### config.mk
export PLATFORM = sky130hd
export DESIGN_NAME = pss_regs
export DESIGN_NICKNAME = d
export VERILOG_FILES = /design/src/core/pss_pkg.sv /design/src/core/pss_regs.sv
export SDC_FILE = /design/constraint.sdc
export NUM_CORES = 1
export LEC_CHECK = 0
export BUFFER_PORTS_ARGS = -buffer_cell sky130_fd_sc_hd__buf_2
export CORE_ASPECT_RATIO = 1.5
export CORE_UTILIZATION = 48
export DETAILED_ROUTE_END_ITERATION = 8
export PLACE_DENSITY = 0.74
export SYNTH_ARGS = -nofsm -noshare
export SYNTH_HDL_FRONTEND = slang
export SYNTH_SLANG_ARGS = --single-unit
export TNS_END_PERCENT = 100
### constraint.sdc
create_clock -name i_mclk -period 2.9 [get_ports i_mclk]
set_clock_uncertainty 0.15 [all_clocks]
set_input_delay 0.29 -clock i_mclk [delete_from_list [all_inputs] [get_ports i_mclk]]
set_output_delay 0.29 -clock i_mclk [all_outputs]
set_load 0.02 [all_outputs]
### src/core/pss_pkg.sv
/*
 Package for the preamble-search, signal-strength and crystal register bank:
 register indices, field positions, reset values, timing and carrier structs.
 Assumes a 100 MHz modem clock and 8-bit registers on 32-bit bus words.
*/
package pss_pkg;
  // Register indices; byte address is four times the index
  localparam logic [7:0] IDX_ANT_CTRL = 8'h51;
  localparam logic [7:0] IDX_SEARCH_CTRL = 8'h56;
  localparam logic [7:0] IDX_STRENGTH = 8'h5b;
  localparam logic [7:0] IDX_CRYSTAL = 8'h6e;
  localparam logic [7:0] IDX_SEARCH_STAT = 8'h70;
  localparam int ADDR_W = 10;
  localparam int IDX_LSB = 2;

  // Search control fields
  localparam int B_MASTER = 0;
  localparam int B_AMP = 1;
  localparam int B_DET = 2;
  localparam int B_LIM = 3;
  localparam int B_VCO = 4;
  localparam logic [7:0] SEARCH_RESET = 8'h1e;
  localparam logic [7:0] SEARCH_MASK = 8'h1f;

  // Antenna control fields
  localparam int B_DIVERSITY = 0;
  localparam logic [7:0] ANT_RESET = 8'h40;

  // Crystal control fields, then the strength reset value
  localparam int XB_LSB = 3;
  localparam int XB_MSB = 5;
  localparam logic [2:0] BYPASS_OFF = 3'h0;
  localparam logic [2:0] BYPASS_ON = 3'h7;
  localparam logic [7:0] XTAL_MASK = 8'h38;
  localparam logic [7:0] XTAL_RESET = 8'h00;
  localparam logic [7:0] STRENGTH_RESET = 8'h00;

  // Timing
  localparam int CLK_MHZ = 100;
  localparam int REFRESH_US = 125;
  localparam int REFRESH_CYC = REFRESH_US * CLK_MHZ;
  localparam int DUTY_HALF_CYC = 16;

  typedef struct packed {
    logic vco;
    logic lim;
    logic det;
    logic amp;
  } pss_elem_t;

  typedef struct packed {
    logic [7:0] search;
    logic [7:0] ant;
    logic [7:0] xtal;
    logic [7:0] strength;
  } pss_regs_t;
endpackage : pss_pkg

### src/core/pss_regs.sv
/*
 Register bank for low-power preamble search, signal strength readout and
 crystal bypass, reached as an Avalon-MM slave with waitrequest.
 Assumes the modem supplies a search-in-progress level and a sampled
 signal-strength value, both synchronous to i_mclk.
*/
// The implementer's own choice: the Avalon-MM slave port.
// Operation
// - Search control bit 0 is the master enable of low-power preamble search.
// - Search control bit 4 makes the VCO buffer toggle at 50% during search.
// - Search control bit 3 makes the limiter toggle at 50% during search.
// - Search control bit 2 makes the strength detector toggle at 50%.
// - Search control bit 1 makes the low-noise amplifier toggle at 50%.
// - An 8-bit read-only strength level is refreshed every 125 us.
// - Crystal bits 5:3 reset to 000 and 111 selects an external clock.
// - Antenna control bit 0 enables fast antenna diversity.
`timescale 1ns/1ns
module pss_regs #(
  parameter int REFRESH_CYCLES = pss_pkg::REFRESH_CYC,
  parameter int HALF_PERIOD = pss_pkg::DUTY_HALF_CYC
) (
  // Clock and reset
  input wire logic i_mclk,
  input wire logic i_reset,
  // Avalon-MM slave
  input wire logic [pss_pkg::ADDR_W-1:0] i_address,
  input wire logic i_read,
  input wire logic i_write,
  input wire logic [31:0] i_writedata,
  input wire logic [3:0] i_byteenable,
  output logic [31:0] o_readdata,
  output logic o_waitrequest,
  // Modem side
  input wire logic i_search_active,
  input wire logic [7:0] i_strength_sample,
  output pss_pkg::pss_elem_t o_elem_on,
  output logic o_search_mode,
  output logic o_diversity_en,
  output logic o_crystal_bypass
);
  typedef struct packed {
    pss_pkg::pss_regs_t regs;
    logic [31:0] rdata;
    logic ack;
    logic [31:0] refresh_cnt;
    logic [31:0] duty_cnt;
    logic phase;
    pss_pkg::pss_elem_t elem;
    logic mode;
    logic div;
    logic byp;
  } pss_state_t;

  pss_state_t s_q;
  pss_state_t s_d;
  logic [7:0] idx;
  logic gating;

  function automatic logic [7:0] read_mux(input logic [7:0] i,
                                          input pss_pkg::pss_regs_t r,
                                          input logic g);
    case (i)
      pss_pkg::IDX_SEARCH_CTRL: read_mux = r.search;
      pss_pkg::IDX_ANT_CTRL: read_mux = r.ant;
      pss_pkg::IDX_STRENGTH: read_mux = r.strength;
      pss_pkg::IDX_CRYSTAL: read_mux = r.xtal;
      pss_pkg::IDX_SEARCH_STAT: read_mux = {7'h00, g};
      default: read_mux = 8'h00;
    endcase
  endfunction : read_mux

  assign idx = 8'(i_address >> pss_pkg::IDX_LSB);

  always_comb begin
    s_d = s_q;
    s_d.ack = 1'b0;
    gating = s_q.regs.search[pss_pkg::B_MASTER] & i_search_active;
    // Bus access takes one wait cycle, then completes
    if ((i_read | i_write) & ~s_q.ack) begin
      s_d.ack = 1'b1;
      s_d.rdata = {24'h000000, read_mux(idx, s_q.regs, gating)};
    end
    // A write lands only at the edge that ends its wait, while the master
    // still holds address and data there
    if (i_write & s_q.ack & i_byteenable[0]) begin
      case (idx)
        pss_pkg::IDX_SEARCH_CTRL:
          s_d.regs.search = i_writedata[7:0] & pss_pkg::SEARCH_MASK;
        pss_pkg::IDX_ANT_CTRL: s_d.regs.ant = i_writedata[7:0];
        pss_pkg::IDX_CRYSTAL:
          s_d.regs.xtal = i_writedata[7:0] & pss_pkg::XTAL_MASK;
        default: ;
      endcase
    end
    // Strength level sampled on a fixed period; writes cannot disturb it
    if (s_q.refresh_cnt >= 32'(REFRESH_CYCLES - 1)) begin
      s_d.refresh_cnt = 32'h0;
      s_d.regs.strength = i_strength_sample;
    end else begin
      s_d.refresh_cnt = s_q.refresh_cnt + 32'h1;
    end
    // Square wave for the duty-cycled elements, halted outside a search
    if (!gating) begin
      s_d.duty_cnt = 32'h0;
      s_d.phase = 1'b1;
    end else if (s_q.duty_cnt >= 32'(HALF_PERIOD - 1)) begin
      s_d.duty_cnt = 32'h0;
      s_d.phase = ~s_q.phase;
    end else begin
      s_d.duty_cnt = s_q.duty_cnt + 32'h1;
    end
    s_d.elem.vco = ~gating | ~s_q.regs.search[pss_pkg::B_VCO]
                   | s_d.phase;
    s_d.elem.lim = ~gating | ~s_q.regs.search[pss_pkg::B_LIM]
                   | s_d.phase;
    s_d.elem.det = ~gating | ~s_q.regs.search[pss_pkg::B_DET]
                   | s_d.phase;
    s_d.elem.amp = ~gating | ~s_q.regs.search[pss_pkg::B_AMP]
                   | s_d.phase;
    s_d.mode = s_d.regs.search[pss_pkg::B_MASTER];
    s_d.div = s_d.regs.ant[pss_pkg::B_DIVERSITY];
    s_d.byp = s_d.regs.xtal[pss_pkg::XB_MSB:pss_pkg::XB_LSB]
              == pss_pkg::BYPASS_ON;
  end

  always_ff @(posedge i_mclk or posedge i_reset) begin
    if (i_reset) begin
      s_q <= '0;
      s_q.regs.search <= pss_pkg::SEARCH_RESET;
      s_q.regs.ant <= pss_pkg::ANT_RESET;
      s_q.regs.xtal <= pss_pkg::XTAL_RESET;
      s_q.regs.strength <= pss_pkg::STRENGTH_RESET;
      s_q.phase <= 1'b1;
      s_q.elem <= '1;
    end else begin
      s_q <= s_d;
    end
  end

  assign o_readdata = s_q.rdata;
  assign o_waitrequest = ~s_q.ack;
  assign o_elem_on = s_q.elem;
  assign o_search_mode = s_q.mode;
  assign o_diversity_en = s_q.div;
  assign o_crystal_bypass = s_q.byp;
endmodule : pss_regs

==> results of run 1 <==
-- routing by layer --
layer  routed length, µm  GRT usage (%)
met4                 195          10.44
met2                3641          28.79
met5                   0              0
met1                2691          18.15
met3                 379          4.961
-- placed cells by master (no fill, tap or decap), types with 3 or more instances in the layout --
| cell type | count |
|---|---|
| mux2_4 | 5 |
| nand4_1 | 8 |
| a21oi_1 | 4 |
| nor2_1 | 19 |
| clkbuf_16 | 9 |
| o2bb2ai_1 | 3 |
| clkbuf_1 | 3 |
| o21ai_0 | 4 |
| nor4_1 | 18 |
| buf_2 | 45 |
| a22oi_1 | 7 |
| dfstp_2 | 10 |
| nand2_1 | 9 |
| clkinv_2 | 3 |
| o2111ai_1 | 4 |
| conb_1 | 70 |
| xor2_1 | 3 |
| dfrtp_1 | 93 |
| or3_1 | 3 |
| inv_1 | 6 |
| nand3_1 | 14 |
| xnor2_1 | 10 |
| mux2_2 | 21 |
| nor3_1 | 5 |
-- area by class of cell --
cell class	instances	area, µm²	area share, %
inverters	8	33.78	0.7137
clock inverters	4	22.52	0.4758
flip-flops and latches	103	2590	54.72
repair buffers	47	255.2	5.393
multi-input cells	236	1461	30.87
clock buffers	12	236.5	4.996
well taps	107	133.9	2.828
-- cells by family (layout without fill, tap and decap cells) --
| family | count (synthesis) | after routing | share of synthesized area (%) |
|---|---|---|---|
| simple gates | 89 | 89 | 11.84 |
| mux | 26 | 26 | 7.557 |
| xor+xnor | 13 | 13 | 2.762 |
| compound gates | 36 | 36 | 6.313 |
| fa+ha+maj | 2 | 2 | 0.6069 |
| buf+inv | 49 | 71 | 8.012 |
| flops | 103 | 103 | 62.82 |
| other cells | 1 | 70 | 0.09096 |
-- repair_timing --
item,4_1_cts,5_1_grt
gates resized for setup,0,0
endpoints found under the hold margin,93,0
hold buffers,1,0
-- metrics by stage --
step / area (µm²) / instances / power (W) / hold WS (ns)
floorplan: 4385 / 388 / 0.001687 / 0.2452
detailed placement: 4464 / 500 / 0.001713 / 0.3164
CTS: 4733 / 517 / 0.002770 / 0.01571
global route: 4733 / 517 / 0.002852 / 0.02059
finish: 4733 / 517 / 0.002740 / 0.02732
global placement: 4464 / 500 / 0.001706 / 0.3119
-- worst max-delay path, cell delays in order (launching register included) --
cell,delay [ns]
dfrtp_1,0.38
ha_1,0.24
nor4_1,0.07
o21ai_1,0.13
a311o_1,0.86
mux2_2,0.42
-- flip-flops by register name (all words and copies together) (netlist names) --
| signal | flops |
|---|---|
| o_crystal_bypass | 1 |
| o_readdata | 8 |
| s_q | 89 |
| o_diversity_en | 1 |
| o_elem_on | 4 |
-- how the worst max path moves through the flow --
stage	to	slack [ns]	depth (start not counted)
after global placement	s_q[109]$_DFFE_PP0N_	0.54	5
after global routing	s_q[109]$_DFFE_PP0N_	0.32	5
after floorplan	s_q[105]$_DFFE_PP0N_	0.90	6
after CTS	s_q[109]$_DFFE_PP0N_	0.50	5
final	s_q[109]$_DFFE_PP0N_	0.53	5
after detailed placement	s_q[109]$_DFFE_PP0N_	0.48	5
-- power by group through the flow --
| stage | registers (W) | clock network, W | logic (W) |
|---|---|---|---|
| after CTS | 0.00151 | 0.00108 | 0.000176 |
| after global placement | 0.00154 | 0 | 0.000171 |
| after floorplan | 0.00153 | 0 | 0.000156 |
| after detailed placement | 0.00154 | 0 | 0.000175 |
| final | 0.00151 | 0.00105 | 0.000176 |
| after global routing | 0.00152 | 0.00114 | 0.000197 |
==> results.tsv, run 1 <==
metric	value	unit
Mapped Area	4123	µm²
drt first-iter violations	152	
layout overhead on the synthesized area	14.81	%
Worst Hold End	s_q[128]$_DFFE_PP0P_	
clock sink total	103	
CTS root buf	clkbuf_16	
most frequent cell after synthesis	dfrtp_1	
Worst R2R Start	s_q[40]$_DFF_PP0_	
period utilization	81.59	%
CTS tree	yes	
Final min period	2.366	ns
Post-DP HPWL	4877	µm
Final setup viols	0	
initial antenna violation count	0	
Worst Setup SP	s_q[40]$_DFF_PP0_	
hold wc startpoint	i_writedata[7]	
Fin Setup TNS	0	ns
All-Layer GR Usage	16.76	%
Gate power share	6.4	%
Syn Inst Count	319	
clock tree buffer depth	2	
Pre-antenna DRT Iters	4	
top cells by area, synth	dfrtp_1, buf_4, dfstp_2, mux2_2, nor4_1	
Hold Path Depth	2	
vias	2533	
Initial Utilization	49.30	%
share of cells above drive strength 1	24.88	%
CTS clk-pin slew, worst paths	0.06	ns
worst flop-to-flop path endpoint	s_q[109]$_DFFE_PP0N_	
RSZ-0062 raised after global routing	false	
worst reg2reg setup slack	0.53	ns
Final WS setup	0.5339	ns
startpoint types	flip-flop	
Crit Path Max Fanout	22	
NetSw	0.0006179	W
Skew-Pair Late Insertion Delay	0.34	ns
Hold WC Path Type	in -> reg	
Leak Pwr	2.146	nW
crit path DAT	2.45	ns
kind of critical path	reg -> reg	
total core area	8362	µm²
MaxCap Viol Count	0	
Async S/R FF share, synth	100.0	%
top cells by instance count after synthesis	dfrtp_1, buf_4, mux2_2	
DR vias/cell	4.899	
CP required	2.98	ns
maximum VDD drop	0.3454	mV
FF-to-FF path depth	5	
Unique masters post-synth	44	
post-route DRC violation count	0	
Most used DFF post-synth	dfrtp_1	
die height	115.5	µm
Sequential Power Share	55.2	%
slew at the pin with the worst max-slew slack	1.012	ns
IO Count	99	
vias in the first global route	2508	
nets	466	
Final Hold Viols	0	
Num CTS Buffers	9	
WL final	6907	µm
global-route wire length before repair	11050	µm
#FFs+latches synth	103	
Power Density	578.8	nW/µm²
Int Pwr	0.002122	W
Synth Warn #	0	
fill count	696	
Final Max Slew Viols	0	
# rows	41	
DIE WIDTH	77.67	µm
final core occ	56.61	%
Switching Share	22.55	%
Synth top area share	56.45	%
pre-CTS WS	0.4782	ns
FMAX	0.4226	GHz
Setup Fix Bufs, Post-CTS	0	
critical path capture point type	flip-flop	
largest net degree at the start of global routing	104	
die area	8971	µm²
outcome	finished clean	
# port buffers	45	
total gr overflow	0	
H-tree depth	3	
WL per Instance	13.36	µm
antenna viol nets, final	0	
top cell type by total area after synthesis	dfrtp_1	
Post-synth EDFFs	0	
Ant. Diodes	0	
Post-Syn Area per Cell	12.92	µm²
Clock power frac	38.4	%
gp weighted congestion	0.8226	
Slew HR	32.52	%
register area share after synthesis	62.82	%
Power figures use the tool's default switching activity.
==> run 2, diff against run 1 <==
- ABC_AREA: default -> 1
- CORE_UTILIZATION: 48 -> 54
- PLACE_DENSITY: 0.74 -> 0.78
- clock period: 2.9 -> 2.2 ns (I/O delays scaled with it)
==> run 2 against run 1 <==
Net effect:
- combinational power up 36%
- highest routed layer unchanged
- sequential cell count unchanged
- clock-buffer cell count unchanged
- die area down 6.2%
- largest power group unchanged
- setup slack worse by 0.17 ns
- wire length up 5.0%
- total power up 39%
- core utilization up 9.9 points
- critical path type unchanged
==> results.tsv, run 2 <==
metric	value	unit
met2 usage	35.08	%
Final Hold Viols	0	
Gate power share	6.3	%
Pre-antenna DRT Iters	6	
most common cell after layout, fill and taps aside	dfrtp_1	
kind of critical path	reg -> reg	
met3 layer usage reported by global route	3.077	%
CTS clk-pin slew, worst paths	0.07	ns
vias	3056	
# port buffers	45	
outcome	finished clean	
All-Layer GR Usage	19.87	%
Worst path most repeated cell	nand2_1	
sequence of cells on the critical path	ha_1 -> or2_0 -> o21ai_1 -> nand2_1 -> nand2_4 -> nand2_4 -> nand2_1 -> nand2_1	
DR vias/cell	4.561	
CTS tree	yes	
Slowest Stage Delay on Critical Path	0.40	ns
Clock power frac	41.4	%
register area share after synthesis	59.64	%
Setup Fix Bufs, Post-CTS	0	
mux contribution to synthesized area	0	%
critical path capture point type	flip-flop	
Crit-path slowest cell	dfrtp_1	
Biggest register	s_q	
Final setup viols	0	
antenna viol nets, final	0	
fill count	611	
WL per Instance	10.82	µm
post-synthesis adder-cell area fraction	0.5762	%
Switching Share	22.20	%
NetSw	0.0008430	W
final core occ	66.54	%
Fin Setup TNS	0	ns
footprint of the multi-input gates	1488	µm²
Num CTS Buffers	9	
Hold WC Path Type	in -> reg	
global routing's busiest layer	met2	
Async S/R FF share, synth	100.0	%
post-route DRC violation count	0	
Final min period	1.833	ns
most frequent cell after synthesis	dfrtp_1	
crit path DAT	1.92	ns
Unique masters post-synth	28	
MaxCap Viol Count	0	
WL final	7249	µm
die area	8413	µm²
Int Pwr	0.002954	W
clock tree buffer depth	2	
slew at the pin with the worst max-slew slack	0.5324	ns
DIE WIDTH	75.23	µm
#FFs+latches synth	103	
Post-synth EDFFs	0	
most frequent cells in the layout	dfrtp_1, nand2_1, conb_1	
Skew-Pair Late Insertion Delay	0.34	ns
share of cells above drive strength 1	14.44	%
gp weighted congestion	0.9110	
Power Density	740.2	nW/µm²
drt first-iter violations	237	
Syn Inst Count	461	
clock sink total	103	
nets	624	
global-route wire length before repair	12550	µm
largest family of logic cells by synthesized area	simple AND/OR/NAND/NOR gates	
top cells by instance count after synthesis	dfrtp_1, nand2_1, nor2_1	
Leak Pwr	2.689	nW
Ant. Diodes	0	
RSZ-0062 raised after global routing	false	
IO Count	99	
Mapped Area	4343	µm²
Synth Warn #	0	
initial antenna violation count	0	
period utilization	83.31	%
top cells by area, synth	dfrtp_1, nand2_1, buf_4, dfstp_2, nand3_1	
layout overhead on the synthesized area	18.12	%
Largest register FFs	89	
register area	2590	µm²
Slew HR	64.38	%
Synth top area share	53.59	%
startpoint types	flip-flop	
H-tree depth	3	
compound-gate portion of the synthesized area	3.371	%
met1 GRT Util	21.34	%
FMAX	0.5456	GHz
Crit Path Max Fanout	21	
Sequential Power Share	52.3	%
total gr overflow	0	
die height	111.8	µm
Initial Utilization	56.33	%
largest net degree at the start of global routing	104	
xor/xnor cell area share of the yosys netlist	1.815	%
# rows	39	
Final Max Slew Viols	0	
area share of and/or/nand/nor cells after synthesis	22.44	%
Post-DP HPWL	5041	µm
vias in the first global route	3101	
total core area	7710	µm²
maximum VDD drop	0.5616	mV
Most used DFF post-synth	dfrtp_1	
top cell type by total area after synthesis	dfrtp_1	
Post-Syn Area per Cell	9.421	µm²
CP required	2.28	ns
CTS root buf	clkbuf_16	
[run 2: cell count changes after synthesis, sizes merged, moves of 4 or more]
cell / before / now
nor2: 20 / 62
nor4: 18 / 0
o21ai: 6 / 23
nand2: 9 / 94
inv: 8 / 56
a22oi: 7 / 0
nand3: 14 / 47
mux2: 26 / 0
xnor2: 10 / 2
o2111ai: 4 / 0
xor2: 3 / 7
[run 2: cell type report]
| class | count | area share [%] |
|---|---|---|
| clock buffers | 12 | 4.805 |
| clock inverters | 4 | 1.049 |
| inverters | 56 | 4.171 |
| multi-input cells | 330 | 29.00 |
| flip-flops and latches | 103 | 50.49 |
| well taps | 102 | 2.488 |
| repair buffers | 63 | 8.000 |
[run 2: kinds of logic (layout without fill, tap and decap cells)]
logic type | after synthesis | count (layout)
buffers and inverters | 97 | 135
other | 1 | 70
XOR/XNOR | 9 | 9
AND/OR/NAND/NOR | 221 | 221
flip-flops | 103 | 103
AO/OA/AOI/OAI | 28 | 28
adder cells (fa/ha/maj) | 2 | 2
[run 2: metal layers]
metal	part of all wire, %	vias up	routed length, µm
met5	0	-	0
met4	3.9	0	282
met3	3.6	21	264
met2	53	99	3842
met1	39	1401	2858
li1	-	1535	-
[run 2: power by group through the flow]
stage	clock [W]	sequential [W]	combinational [W]
floorplan	0	0.00202	0.000189
global placement	0	0.00202	0.000212
detailed placement	0	0.00202	0.000217
CTS	0.00160	0.00199	0.000239
global route	0.00169	0.00199	0.000277
finish	0.00157	0.00199	0.000239
[run 2: worst paths after layout]
| kind | start | to | slack (ns) | depth (start not counted) |
|---|---|---|---|---|
| min in group asynchronous | i_reset | s_q[71]$_DFF_PP0_ | 0.41 | 4 |
| worst max register to register | s_q[40]$_DFF_PP0_ | s_q[106]$_DFFE_PP0N_ | 0.37 | 8 |
| worst min register to register | s_q[40]$_DFF_PP0_ | s_q[40]$_DFF_PP0_ | 0.32 | 1 |
| worst min-delay path | i_writedata[5] | s_q[126]$_DFFE_PP0P_ | 0.02 | 3 |
| worst max-delay path | s_q[40]$_DFF_PP0_ | s_q[106]$_DFFE_PP0N_ | 0.37 | 8 |
| max in group asynchronous | i_reset | s_q[132]$_DFFE_PP1P_ | 1.09 | 4 |
[run 2: repair_timing]
| item | in CTS | in global routing |
|---|---|---|
| resized for setup | 0 | 0 |
| endpoints found under the hold margin | 107 | 0 |
| hold buffers | 15 | 0 |
[run 2: through the flow]
step	hold slack, ns	setup slack [ns]	instances	cell area, µm²	power [W]
2_1_floorplan	0.1796	0.5218	530	4606	0.002205
3_3_place_gp	0.2579	0.4235	639	4679	0.002231
3_5_place_dp	0.2633	0.3880	639	4679	0.002239
4_1_cts	0.01253	0.3672	670	5130	0.003825
5_1_grt	0.02869	0.2459	670	5130	0.003957
6_report	0.01628	0.3672	670	5130	0.003797
[run 2: critical path: cells and delay by family (launching register included)]
| kind | cells | cell delay (ns) |
|---|---|---|
| and+or+nand+nor | 6 | 0.81 |
| DFF | 1 | 0.40 |
| adders and majority gates | 1 | 0.22 |
| AOI/OAI and AO/OA | 1 | 0.14 |
